`src/tpr_pkg.sv`:
```
package tpr_pkg;

    // Clock and guard timing
    localparam int CLK_FREQ_HZ     = 100_000_000;
    localparam int HZ_PER_MHZ      = 1_000_000;
    localparam int GUARD_UNIT_US   = 1;
    localparam int GUARD_UNIT_CYC  = (CLK_FREQ_HZ / HZ_PER_MHZ) * GUARD_UNIT_US;

    // Register indices; byte address is four times the index
    localparam logic [13:0] IDX_GUARD_TIME     = 14'h009f;
    localparam logic [13:0] IDX_MODE_ENABLES   = 14'h068e;
    localparam logic [13:0] IDX_TARGET_CURRENT = 14'h068f;
    localparam logic [13:0] IDX_LOAD_HYST      = 14'h0691;
    localparam logic [13:0] IDX_UNLOAD_HYST    = 14'h0694;
    localparam logic [13:0] IDX_LOW_LIMIT      = 14'h0695;
    localparam logic [13:0] IDX_DRV_STRENGTH   = 14'h0696;
    localparam logic [13:0] IDX_LIMIT_METHOD   = 14'h0697;
    localparam logic [13:0] IDX_INIT_DRIVER    = 14'h0698;
    localparam logic [13:0] IDX_MAX_DROPOUT    = 14'h0699;
    localparam logic [13:0] IDX_WAIT_REG_EN    = 14'h06a0;
    localparam logic [13:0] IDX_POST_RX_EN     = 14'h06a1;
    localparam logic [13:0] IDX_STATUS         = 14'h06a8;

    // Field positions
    localparam int MODE_READER_BIT   = 0;
    localparam int MODE_ACT_INIT_BIT = 1;
    localparam int MODE_ACT_TGT_BIT  = 2;
    localparam int STAT_STATE_LSB    = 0;
    localparam int STAT_RES_LSB      = 16;

    // Codes
    localparam logic [7:0] CODE_ENABLED = 8'h01;
    localparam logic [7:0] METHOD_RON   = 8'h01;
    localparam logic [7:0] METHOD_PWM   = 8'h02;
    localparam logic [1:0] MODE_READER   = 2'h0;
    localparam logic [1:0] MODE_ACT_INIT = 2'h1;
    localparam logic [1:0] MODE_ACT_TGT  = 2'h2;

    // Driver resistance in milliohm
    localparam int         RES_NUM_MOHM      = 10000;
    localparam logic [15:0] RES_MIN_MOHM     = 16'h01f4;
    localparam logic [7:0] STRENGTH_LIMIT    = 8'h14;
    localparam int         TARGET_CEIL_MA    = 350;

    // Reset values
    localparam logic [7:0]  RST_GUARD_TIME   = 8'h0a;
    localparam logic [7:0]  RST_MODE_ENABLES = 8'h07;
    localparam logic [15:0] RST_TARGET       = 16'h00fa;
    localparam logic [7:0]  RST_LOAD_HYST    = 8'h0a;
    localparam logic [7:0]  RST_UNLOAD_HYST  = 8'h0a;
    localparam logic [7:0]  RST_LOW_LIMIT    = 8'h00;
    localparam logic [7:0]  RST_STRENGTH     = 8'h14;
    localparam logic [7:0]  RST_METHOD       = 8'h00;
    localparam logic [7:0]  RST_INIT_DRIVER  = 8'h00;
    localparam logic [15:0] RST_MAX_DROPOUT  = 16'h0e10;
    localparam logic [7:0]  RST_WAIT_REG_EN  = 8'h01;
    localparam logic [7:0]  RST_POST_RX_EN   = 8'h01;

    // Bus responses
    localparam logic [1:0] RESP_OKAY   = 2'b00;
    localparam logic [1:0] RESP_SLVERR = 2'b10;

    typedef enum logic [2:0] {
        ST_IDLE     = 3'b000,
        ST_PRE_REG  = 3'b001,
        ST_TX_GUARD = 3'b011,
        ST_RX_GUARD = 3'b010,
        ST_POST_REG = 3'b110
    } tpr_state_type;

endpackage

```
`src/tpr_us_tick.sv`:
```
`timescale 1ns/1ps
`default_nettype none
module tpr_us_tick #(
    parameter int CYCLES = 100
) (
    input  wire logic clk_i,
    input  wire logic sys_rst_i,
    input  wire logic clr_i,
    output logic      tick_o
);
    localparam int CW = $clog2(CYCLES + 1);
    localparam logic [CW-1:0] LAST = CW'(CYCLES - 1);

    logic [CW-1:0] cnt;

    // Restart on clear so a guard interval is a whole number of units
    always_ff @(posedge clk_i or posedge sys_rst_i) begin
        if (sys_rst_i) begin
            cnt    <= '0;
            tick_o <= 1'b0;
        end else if (clr_i) begin
            cnt    <= '0;
            tick_o <= 1'b0;
        end else if (cnt == LAST) begin
            cnt    <= '0;
            tick_o <= 1'b1;
        end else begin
            cnt    <= cnt + CW'(1);
            tick_o <= 1'b0;
        end
    end
endmodule
`default_nettype wire

```
`src/tpr_hyst_cmp.sv`:
```
`timescale 1ns/1ps
`default_nettype none
module tpr_hyst_cmp (
    input  wire logic [15:0] current_i,
    input  wire logic [15:0] target_i,
    input  wire logic [7:0]  reduction_i,
    input  wire logic [7:0]  load_hyst_i,
    input  wire logic [7:0]  unload_hyst_i,
    output logic             over_o,
    output logic             under_o
);
    logic [16:0] eff_target;

    always_comb begin
        // Lookup table reduction lowers the target, saturating at zero
        if (target_i > {8'h00, reduction_i}) begin
            eff_target = {1'b0, target_i} - {9'h000, reduction_i};
        end else begin
            eff_target = '0;
        end
        over_o  = {1'b0, current_i} > eff_target + {9'h000, load_hyst_i};
        under_o = {1'b0, current_i} + {9'h000, unload_hyst_i} < eff_target;
    end
endmodule
`default_nettype wire

```
`src/tpr_regulation.sv`:
```
`timescale 1ns/1ps
`default_nettype none
// Overview of operation
// - Per-mode regulation enable bits zero to two
// - Sixteen-bit target current sets current limit
// - Lookup reduction may lower target further
// - Lower supply when current exceeds target plus load
// - Raise supply when current below target minus unload
// - Loading hysteresis is eight-bit absolute deviation
// - Unloading hysteresis is separate eight-bit deviation
// - Hold eight-bit supply low limit for resistance
// - Driver resistance from strength, floor half ohm
// - Low-limit method: off, resistance, pulse width
// - Initial driver value applied at field on
// - Dropout check at field on: safe or stop
// - Dropout limit in millivolts, reset 3600
// - Eight-bit guard time in microseconds
// - One pass before transmit, one after receive
// - Guard time between pass and transmit start
// - Guard time between receive stop and pass
// - Transmit guard always applied regardless of enables
// - Wait interval regulation enabled by code one
// - Post-receive guard and pass enabled by one
module tpr_regulation
    import tpr_pkg::*;
(
    input  wire logic        clk_i,
    input  wire logic        sys_rst_i,
    input  wire logic [15:0] s_axi_awaddr_i,
    input  wire logic        s_axi_awvalid_i,
    output logic             s_axi_awready_o,
    input  wire logic [31:0] s_axi_wdata_i,
    input  wire logic [3:0]  s_axi_wstrb_i,
    input  wire logic        s_axi_wvalid_i,
    output logic             s_axi_wready_o,
    output logic [1:0]       s_axi_bresp_o,
    output logic             s_axi_bvalid_o,
    input  wire logic        s_axi_bready_i,
    input  wire logic [15:0] s_axi_araddr_i,
    input  wire logic        s_axi_arvalid_i,
    output logic             s_axi_arready_o,
    output logic [31:0]      s_axi_rdata_o,
    output logic [1:0]       s_axi_rresp_o,
    output logic             s_axi_rvalid_o,
    input  wire logic        s_axi_rready_i,
    input  wire logic [1:0]  mode_i,
    input  wire logic [15:0] measured_current_i,
    input  wire logic [7:0]  current_reduction_i,
    input  wire logic [15:0] dropout_mv_i,
    input  wire logic        boost_bypass_i,
    input  wire logic        field_on_i,
    input  wire logic        tx_request_i,
    input  wire logic        rx_stop_i,
    input  wire logic        in_wait_interval_i,
    output logic             supply_down_o,
    output logic             supply_up_o,
    output logic             supply_safe_o,
    output logic             supply_stop_o,
    output logic             tx_start_o,
    output logic             regulating_o,
    output logic [7:0]       driver_strength_code_o,
    output logic [15:0]      driver_res_mohm_o,
    output logic [7:0]       driver_gate_setting_o,
    output logic [7:0]       supply_low_limit_value_o,
    output logic             ron_control_o,
    output logic             pwm_control_o
);
    logic [7:0]    guard_time;
    logic [7:0]    mode_enables;
    logic [15:0]   target_current;
    logic [7:0]    loading_hyst;
    logic [7:0]    unloading_hyst;
    logic [7:0]    low_limit;
    logic [7:0]    method;
    logic [7:0]    initial_driver_value;
    logic [15:0]   max_dropout;
    logic [7:0]    wait_code;
    logic [7:0]    post_code;
    logic          aw_held;
    logic          w_held;
    logic [13:0]   aw_idx;
    logic [31:0]   w_data;
    logic [3:0]    w_strb;
    logic          do_write;
    logic          wr_hit;
    logic          rd_hit;
    logic [31:0]   rd_word;
    logic [13:0]   ar_idx;
    tpr_state_type state;
    tpr_state_type next_state;
    logic [7:0]    guard_cnt;
    logic          load_guard;
    logic          us_tick;
    logic          over;
    logic          under;
    logic          mode_en;
    logic          wait_en;
    logic          post_en;
    logic          regulate_now;

    assign ar_idx   = s_axi_araddr_i[15:2];
    assign do_write = aw_held && w_held;

    // Write channel: address and data taken in either order
    assign s_axi_awready_o = !aw_held && !s_axi_bvalid_o;
    assign s_axi_wready_o  = !w_held && !s_axi_bvalid_o;
    assign s_axi_arready_o = !s_axi_rvalid_o;

    always_ff @(posedge clk_i or posedge sys_rst_i) begin
        if (sys_rst_i) begin
            aw_held <= 1'b0;
            w_held  <= 1'b0;
            aw_idx  <= '0;
            w_data  <= '0;
            w_strb  <= '0;
        end else if (do_write) begin
            aw_held <= 1'b0;
            w_held  <= 1'b0;
        end else begin
            if (s_axi_awvalid_i && s_axi_awready_o) begin
                aw_held <= 1'b1;
                aw_idx  <= s_axi_awaddr_i[15:2];
            end
            if (s_axi_wvalid_i && s_axi_wready_o) begin
                w_held <= 1'b1;
                w_data <= s_axi_wdata_i;
                w_strb <= s_axi_wstrb_i;
            end
        end
    end

    always_comb begin
        case (aw_idx)
            IDX_GUARD_TIME, IDX_MODE_ENABLES, IDX_TARGET_CURRENT, IDX_LOAD_HYST,
            IDX_UNLOAD_HYST, IDX_LOW_LIMIT, IDX_DRV_STRENGTH, IDX_LIMIT_METHOD,
            IDX_INIT_DRIVER, IDX_MAX_DROPOUT, IDX_WAIT_REG_EN, IDX_POST_RX_EN,
            IDX_STATUS: wr_hit = 1'b1;
            default: wr_hit = 1'b0;
        endcase
    end

    always_ff @(posedge clk_i or posedge sys_rst_i) begin
        if (sys_rst_i) begin
            s_axi_bvalid_o <= 1'b0;
            s_axi_bresp_o  <= RESP_OKAY;
        end else if (do_write) begin
            s_axi_bvalid_o <= 1'b1;
            s_axi_bresp_o  <= wr_hit ? RESP_OKAY : RESP_SLVERR;
        end else if (s_axi_bready_i) begin
            s_axi_bvalid_o <= 1'b0;
        end
    end

    // Configuration registers
    always_ff @(posedge clk_i or posedge sys_rst_i) begin
        if (sys_rst_i) begin
            guard_time           <= RST_GUARD_TIME;
            mode_enables         <= RST_MODE_ENABLES;
            target_current       <= RST_TARGET;
            loading_hyst         <= RST_LOAD_HYST;
            unloading_hyst       <= RST_UNLOAD_HYST;
            low_limit            <= RST_LOW_LIMIT;
            driver_strength_code_o <= RST_STRENGTH;
            method               <= RST_METHOD;
            initial_driver_value <= RST_INIT_DRIVER;
            max_dropout          <= RST_MAX_DROPOUT;
            wait_code            <= RST_WAIT_REG_EN;
            post_code            <= RST_POST_RX_EN;
        end else if (do_write) begin
            if (w_strb[0]) begin
                case (aw_idx)
                    IDX_GUARD_TIME:     guard_time <= w_data[7:0];
                    IDX_MODE_ENABLES:   mode_enables <= w_data[7:0];
                    IDX_TARGET_CURRENT: target_current[7:0] <= w_data[7:0];
                    IDX_LOAD_HYST:      loading_hyst <= w_data[7:0];
                    IDX_UNLOAD_HYST:    unloading_hyst <= w_data[7:0];
                    IDX_LOW_LIMIT:      low_limit <= w_data[7:0];
                    IDX_DRV_STRENGTH:   driver_strength_code_o <= w_data[7:0];
                    IDX_LIMIT_METHOD:   method <= w_data[7:0];
                    IDX_INIT_DRIVER:    initial_driver_value <= w_data[7:0];
                    IDX_MAX_DROPOUT:    max_dropout[7:0] <= w_data[7:0];
                    IDX_WAIT_REG_EN:    wait_code <= w_data[7:0];
                    IDX_POST_RX_EN:     post_code <= w_data[7:0];
                    default: ;
                endcase
            end
            if (w_strb[1] && aw_idx == IDX_TARGET_CURRENT) begin
                target_current[15:8] <= w_data[15:8];
            end
            if (w_strb[1] && aw_idx == IDX_MAX_DROPOUT) begin
                max_dropout[15:8] <= w_data[15:8];
            end
        end
    end

    // Read channel
    always_comb begin
        rd_hit  = 1'b1;
        rd_word = '0;
        case (ar_idx)
            IDX_GUARD_TIME:     rd_word[7:0] = guard_time;
            IDX_MODE_ENABLES:   rd_word[7:0] = mode_enables;
            IDX_TARGET_CURRENT: rd_word[15:0] = target_current;
            IDX_LOAD_HYST:      rd_word[7:0] = loading_hyst;
            IDX_UNLOAD_HYST:    rd_word[7:0] = unloading_hyst;
            IDX_LOW_LIMIT:      rd_word[7:0] = low_limit;
            IDX_DRV_STRENGTH:   rd_word[7:0] = driver_strength_code_o;
            IDX_LIMIT_METHOD:   rd_word[7:0] = method;
            IDX_INIT_DRIVER:    rd_word[7:0] = initial_driver_value;
            IDX_MAX_DROPOUT:    rd_word[15:0] = max_dropout;
            IDX_WAIT_REG_EN:    rd_word[7:0] = wait_code;
            IDX_POST_RX_EN:     rd_word[7:0] = post_code;
            IDX_STATUS: begin
                rd_word[STAT_STATE_LSB +: 3] = state;
                rd_word[STAT_RES_LSB +: 16]  = driver_res_mohm_o;
            end
            default: rd_hit = 1'b0;
        endcase
    end

    always_ff @(posedge clk_i or posedge sys_rst_i) begin
        if (sys_rst_i) begin
            s_axi_rvalid_o <= 1'b0;
            s_axi_rdata_o  <= '0;
            s_axi_rresp_o  <= RESP_OKAY;
        end else if (s_axi_arvalid_i && s_axi_arready_o) begin
            s_axi_rvalid_o <= 1'b1;
            s_axi_rdata_o  <= rd_word;
            s_axi_rresp_o  <= rd_hit ? RESP_OKAY : RESP_SLVERR;
        end else if (s_axi_rready_i) begin
            s_axi_rvalid_o <= 1'b0;
        end
    end

    // Decoded settings; reserved codes and bits have no effect
    always_comb begin
        case (mode_i)
            MODE_READER:   mode_en = mode_enables[MODE_READER_BIT];
            MODE_ACT_INIT: mode_en = mode_enables[MODE_ACT_INIT_BIT];
            MODE_ACT_TGT:  mode_en = mode_enables[MODE_ACT_TGT_BIT];
            default:       mode_en = 1'b0;
        endcase
    end
    assign wait_en       = (wait_code == CODE_ENABLED);
    assign post_en       = (post_code == CODE_ENABLED);
    assign ron_control_o = (method == METHOD_RON);
    assign pwm_control_o = (method == METHOD_PWM);
    assign supply_low_limit_value_o = low_limit;

    // Driver resistance readback
    always_ff @(posedge clk_i or posedge sys_rst_i) begin
        if (sys_rst_i) begin
            driver_res_mohm_o <= RES_MIN_MOHM;
        end else if (driver_strength_code_o < STRENGTH_LIMIT) begin
            driver_res_mohm_o <= 16'(RES_NUM_MOHM / (int'(driver_strength_code_o) + 1));
        end else begin
            driver_res_mohm_o <= RES_MIN_MOHM;
        end
    end

    // Field-on: initial driver value and dropout check
    always_ff @(posedge clk_i or posedge sys_rst_i) begin
        if (sys_rst_i) begin
            driver_gate_setting_o <= '0;
            supply_safe_o         <= 1'b0;
            supply_stop_o         <= 1'b0;
        end else begin
            if (field_on_i) begin
                driver_gate_setting_o <= initial_driver_value;
            end
            supply_safe_o <= field_on_i && (dropout_mv_i > max_dropout) && !boost_bypass_i;
            supply_stop_o <= field_on_i && (dropout_mv_i > max_dropout) && boost_bypass_i;
        end
    end

    tpr_us_tick #(
        .CYCLES (GUARD_UNIT_CYC)
    ) u_tick (
        .clk_i     (clk_i),
        .sys_rst_i (sys_rst_i),
        .clr_i     (load_guard),
        .tick_o    (us_tick)
    );

    tpr_hyst_cmp u_cmp (
        .current_i     (measured_current_i),
        .target_i      (target_current),
        .reduction_i   (current_reduction_i),
        .load_hyst_i   (loading_hyst),
        .unload_hyst_i (unloading_hyst),
        .over_o        (over),
        .under_o       (under)
    );

    // Sequencer around transmit and receive
    always_comb begin
        next_state = state;
        load_guard = 1'b0;
        case (state)
            ST_IDLE: begin
                if (tx_request_i) begin
                    next_state = ST_PRE_REG;
                end else if (rx_stop_i && post_en) begin
                    next_state = ST_RX_GUARD;
                    load_guard = 1'b1;
                end
            end
            ST_PRE_REG: begin
                next_state = ST_TX_GUARD;
                load_guard = 1'b1;
            end
            ST_TX_GUARD: begin
                if (guard_cnt == 8'h00) begin
                    next_state = ST_IDLE;
                end
            end
            ST_RX_GUARD: begin
                if (guard_cnt == 8'h00) begin
                    next_state = ST_POST_REG;
                end
            end
            ST_POST_REG: next_state = ST_IDLE;
            default: next_state = ST_IDLE;
        endcase
    end

    always_ff @(posedge clk_i or posedge sys_rst_i) begin
        if (sys_rst_i) begin
            state <= ST_IDLE;
        end else begin
            state <= next_state;
        end
    end

    always_ff @(posedge clk_i or posedge sys_rst_i) begin
        if (sys_rst_i) begin
            guard_cnt <= '0;
        end else if (load_guard) begin
            guard_cnt <= guard_time;
        end else if (us_tick && guard_cnt != 8'h00) begin
            guard_cnt <= guard_cnt - 8'h01;
        end
    end

    assign regulate_now = mode_en && ((state == ST_PRE_REG) || (state == ST_POST_REG)
                          || (state == ST_IDLE && in_wait_interval_i && wait_en && us_tick));
    assign regulating_o = (state != ST_IDLE);

    always_ff @(posedge clk_i or posedge sys_rst_i) begin
        if (sys_rst_i) begin
            supply_down_o <= 1'b0;
            supply_up_o   <= 1'b0;
            tx_start_o    <= 1'b0;
        end else begin
            supply_down_o <= regulate_now && over;
            supply_up_o   <= regulate_now && under;
            tx_start_o    <= (state == ST_TX_GUARD) && (guard_cnt == 8'h00);
        end
    end
endmodule
`default_nettype wire

```
`config.mk`:
```
export PLATFORM = sky130hd
export DESIGN_NAME = tpr_regulation
export DESIGN_NICKNAME = d
export VERILOG_FILES = /design/src/tpr_pkg.sv /design/src/tpr_us_tick.sv /design/src/tpr_hyst_cmp.sv /design/src/tpr_regulation.sv
export SDC_FILE = /design/constraint.sdc
export NUM_CORES = 1
export LEC_CHECK = 0
export ABC_CLOCK_PERIOD_IN_PS = 92200
export BUFFER_PORTS_ARGS = -buffer_cell sky130_fd_sc_hd__buf_2
export CELL_PAD_IN_SITES_DETAIL_PLACEMENT = 0
export CELL_PAD_IN_SITES_GLOBAL_PLACEMENT = 1
export CORE_ASPECT_RATIO = 1.75
export CORE_UTILIZATION = 48
export CTS_CLUSTER_DIAMETER = 80
export CTS_CLUSTER_SIZE = 25
export DETAILED_ROUTE_END_ITERATION = 7
export PLACE_DENSITY = 0.88
export SYNTH_ARGS = -nofsm -noshare
export SYNTH_HDL_FRONTEND = slang
export SYNTH_SLANG_ARGS = --single-unit
export TNS_END_PERCENT = 5
```
`constraint.sdc`:
```
create_clock -name clk_i -period 92.2 [get_ports clk_i]
set_clock_uncertainty 0.15 [all_clocks]
set_input_delay 18.44 -clock clk_i [delete_from_list [all_inputs] [get_ports clk_i]]
set_output_delay 18.44 -clock clk_i [all_outputs]
set_load 0.02 [all_outputs]
```
==> flow_metrics.env <==
export IMPL_totalWireLength_um=125000
export IMPL_hold_viol_final=0
export IMPL_hold_path_cell_count=1
export IMPL_io_buffers=186
export IMPL_avgSynthCellArea_sq_um=7.74
export IMPL_r2r_start="driver_strength_code_o[0]"
export IMPL_die_width_um=212
export IMPL_min_to="u_tick.cnt[0]"
export IMPL_nFillCells=7536
export IMPL_synth_most_common_cell="nor2_1"
export IMPL_dp_slack_ns=7.22
export IMPL_clock_sinks=230
export IMPL_ys_flop_type="dfrtp_1"
export IMPL_core_area_sq_um=76100
export IMPL_cts_resized_gates=0
export IMPL_seq_area_frac_synth_pct=15.7
export IMPL_overflow=0
export IMPL_rows=134
export IMPL_synth_distinct_cells=147
export IMPL_drc=0
export IMPL_start_util_pct=48.5
export IMPL_antenna_found_initial=5
export IMPL_cap_violations=0
export IMPL_die_h_um=369
export IMPL_crit_type="register to register"
export IMPL_hold_ws_ns=0.314
export IMPL_timing_final_crit_share_pct=93.0
export IMPL_worst_pin_slew_ns=1.23
export IMPL_via_count=38000
export IMPL_synth_top_area_share_pct=13.6
export IMPL_gp_congestion=0.992
export IMPL_die_area_sq_um=78100
export IMPL_syn_area_sq_um=36900
export IMPL_cp_slowest_cell="ha_1"
export IMPL_cp_end_kind="register"
export IMPL_ys_top_cells_by_count="465 x nor2_1, 410 x a21oi_1, 344 x nand2_1, 295 x ha_1, 224 x xnor2_1"
export IMPL_io_pins=211
export IMPL_yosys_area_top_type="dfrtp_1"
export IMPL_max_freq_mhz=11.7
export IMPL_fin_setup_tns_ns=0
export IMPL_required_ns=92.42
export IMPL_grt_usage_pct=31.3
export IMPL_drive_gt1_share_pct=13.7
export IMPL_status="finished, final reports clean"
export IMPL_cts_tree="built"
export IMPL_htreeDepth=1
export IMPL_start_kind="register"
export IMPL_cts_setup_buffers=0
export IMPL_ys_async_sr_fraction_pct=100
export IMPL_cts_made_buffers=14
export IMPL_regToRegSetupSlack_ns=6.47
export IMPL_ys_seq_elements=230
export IMPL_rsz0062_at_grt="no"
export IMPL_clk_pin_slew_ns=0.10
export IMPL_grt_pass1_wl_um=197000
export IMPL_synthCells=4770
export IMPL_setup_violations_final=0
export IMPL_grt_pass1_vias=38000
export IMPL_areaGrowthSynthToFinish_pct=6.57
export IMPL_cts_hold_buf=0
export IMPL_avgViaCountPerCell=6.45
export IMPL_r2r_end="driver_res_mohm_o[0]"
export IMPL_grt_max_degree=88
export IMPL_cts_root_buf="clkbuf_16"
export IMPL_cts_path_max_buffers=3
export IMPL_synth_edf_count=0
export IMPL_crit_arrival_ns=85.95
export IMPL_max_stage_delay_ns=0.83
export IMPL_crit_fanout=32
export IMPL_worst_r2r_path_depth=355
export IMPL_yosysWarnings=0
export IMPL_dp_hpwl_um=101000
export IMPL_synth_area_leaders="dfrtp_1 14%, ha_1 10%, mux2_2 6.1%, a21oi_1 5.6%, xnor2_1 5.3%"
export IMPL_worstHoldPathType="register to register"
export IMPL_first_iter_violations=2299
export IMPL_final_nets=5278
export IMPL_maxSlewHeadroom_pct=17.2
export IMPL_drt_wirelength_per_cell_um=21.3
export IMPL_worstSkewPairLatency_ns=0.53
export IMPL_critPathMostFrequentCell="a21oi_1"
export IMPL_ant_nets=0
export IMPL_drv_slew=0
export IMPL_layout_setup_ws_ns=6.47
export IMPL_hp_start="u_tick.cnt[0]"
export IMPL_fin_crit_ns=85.73
export IMPL_dr_pass1_iters=8
## cell families after synthesis
group / share of synthesized area, %
and+or+nand+nor: 23.9
xor gates and xnor gates: 7.98
adders and majority gates: 10.2
other: 0.0102
DFF: 15.7
AOI/OAI and AO/OA: 30.4
muxes: 8.03
buffers and inverters: 3.76
## sequential cells by signal (all words and copies together), names as in the netlist, 7 cells and up
name	count
target_current	16
max_dropout	16
w_data	16
driver_strength_code_o	8
guard_time	8
mode_enables	8
driver_res_mohm_o	16
supply_low_limit_value_o	8
loading_hyst	8
aw_idx	14
wait_code	8
driver_gate_setting_o	8
u_tick.cnt	7
post_code	8
unloading_hyst	8
guard_cnt	8
initial_driver_value	8
s_axi_rdata_o	32
method	8
## area by class of cell
class	count	area (sq um)	area share [%]
multi-input cells	4204	29800	75.8
flip-flops and latches	230	5800	14.7
repair buffers	241	1340	3.42
well taps	1020	1280	3.24
inverters	167	634	1.61
clock buffers	20	373	0.948
clock inverters	4	68.8	0.175
diodes	4	10.0	0.0254
## worst max-delay path, delay by kind of cell, from the launching register on
kind	cells	cell delay (ns)
DFF	1	0.72
buffers and inverters	14	2.71
and+or+nand+nor	115	27.85
muxes	8	2.97
adders and majority gates	31	10.64
AOI/OAI and AO/OA	187	40.23
## per-layer routing
metal / global-route usage, % / up-vias / routed length [um]
met5: 0 / - / 15
met4: 24.3 / 2 / 10300
met3: 3.10 / 491 / 4820
met2: 61.4 / 1148 / 66900
met1: 28.9 / 18100 / 43100
li1: - / 18300 / -
## stage by stage
step | util (%) | cell area (sq um) | std cells
floorplan | - | 36900 | 4771
global placement | 51.1 | 38900 | 5862
detailed placement | 51.1 | 38900 | 5862
CTS | 51.7 | 39300 | 5886
global route | 51.7 | 39300 | 5890
finish | 51.7 | 39300 | 5890
## worst max path at each step
stage,depth (start not counted),start,endpoint
final,355,driver_strength_code_o[0],driver_res_mohm_o[0]
after global routing,356,driver_strength_code_o[0],driver_res_mohm_o[0]
after CTS,356,driver_strength_code_o[0],driver_res_mohm_o[0]
after detailed placement,356,driver_strength_code_o[0],driver_res_mohm_o[0]
after global placement,354,driver_strength_code_o[0],driver_res_mohm_o[0]
after floorplan,378,driver_strength_code_o[0],driver_res_mohm_o[0]
## cells in the final DEF (no fill, tap or decap), types with 25 or more instances in the layout
| master | n |
|---|---|
| dfstp_2 | 29 |
| mux2i_1 | 61 |
| o21bai_1 | 94 |
| nand3_1 | 130 |
| a211oi_1 | 51 |
| and2_1 | 62 |
| xnor2_1 | 221 |
| buf_4 | 55 |
| dfrtp_1 | 200 |
| or2_2 | 33 |
| a31oi_1 | 54 |
| o31ai_1 | 40 |
| o211ai_1 | 56 |
| o21ai_1 | 43 |
| nand2b_1 | 80 |
| a21oi_1 | 410 |
| buf_2 | 186 |
| o21a_1 | 72 |
| xor2_1 | 102 |
| and3_1 | 73 |
| nor2_1 | 464 |
| or3_1 | 36 |
| inv_1 | 162 |
| ha_1 | 295 |
| nor3_1 | 124 |
| nor2b_1 | 54 |
| nor4_1 | 43 |
| o21ai_0 | 215 |
| a221oi_1 | 38 |
| mux2_2 | 201 |
| nand4_1 | 75 |
| nand2_1 | 344 |
| and4_1 | 25 |
| a22o_1 | 27 |
| a21o_1 | 135 |
Power is not shown: default switching activity piles up to over one toggle a cycle in this logic, so the estimate is an artifact.
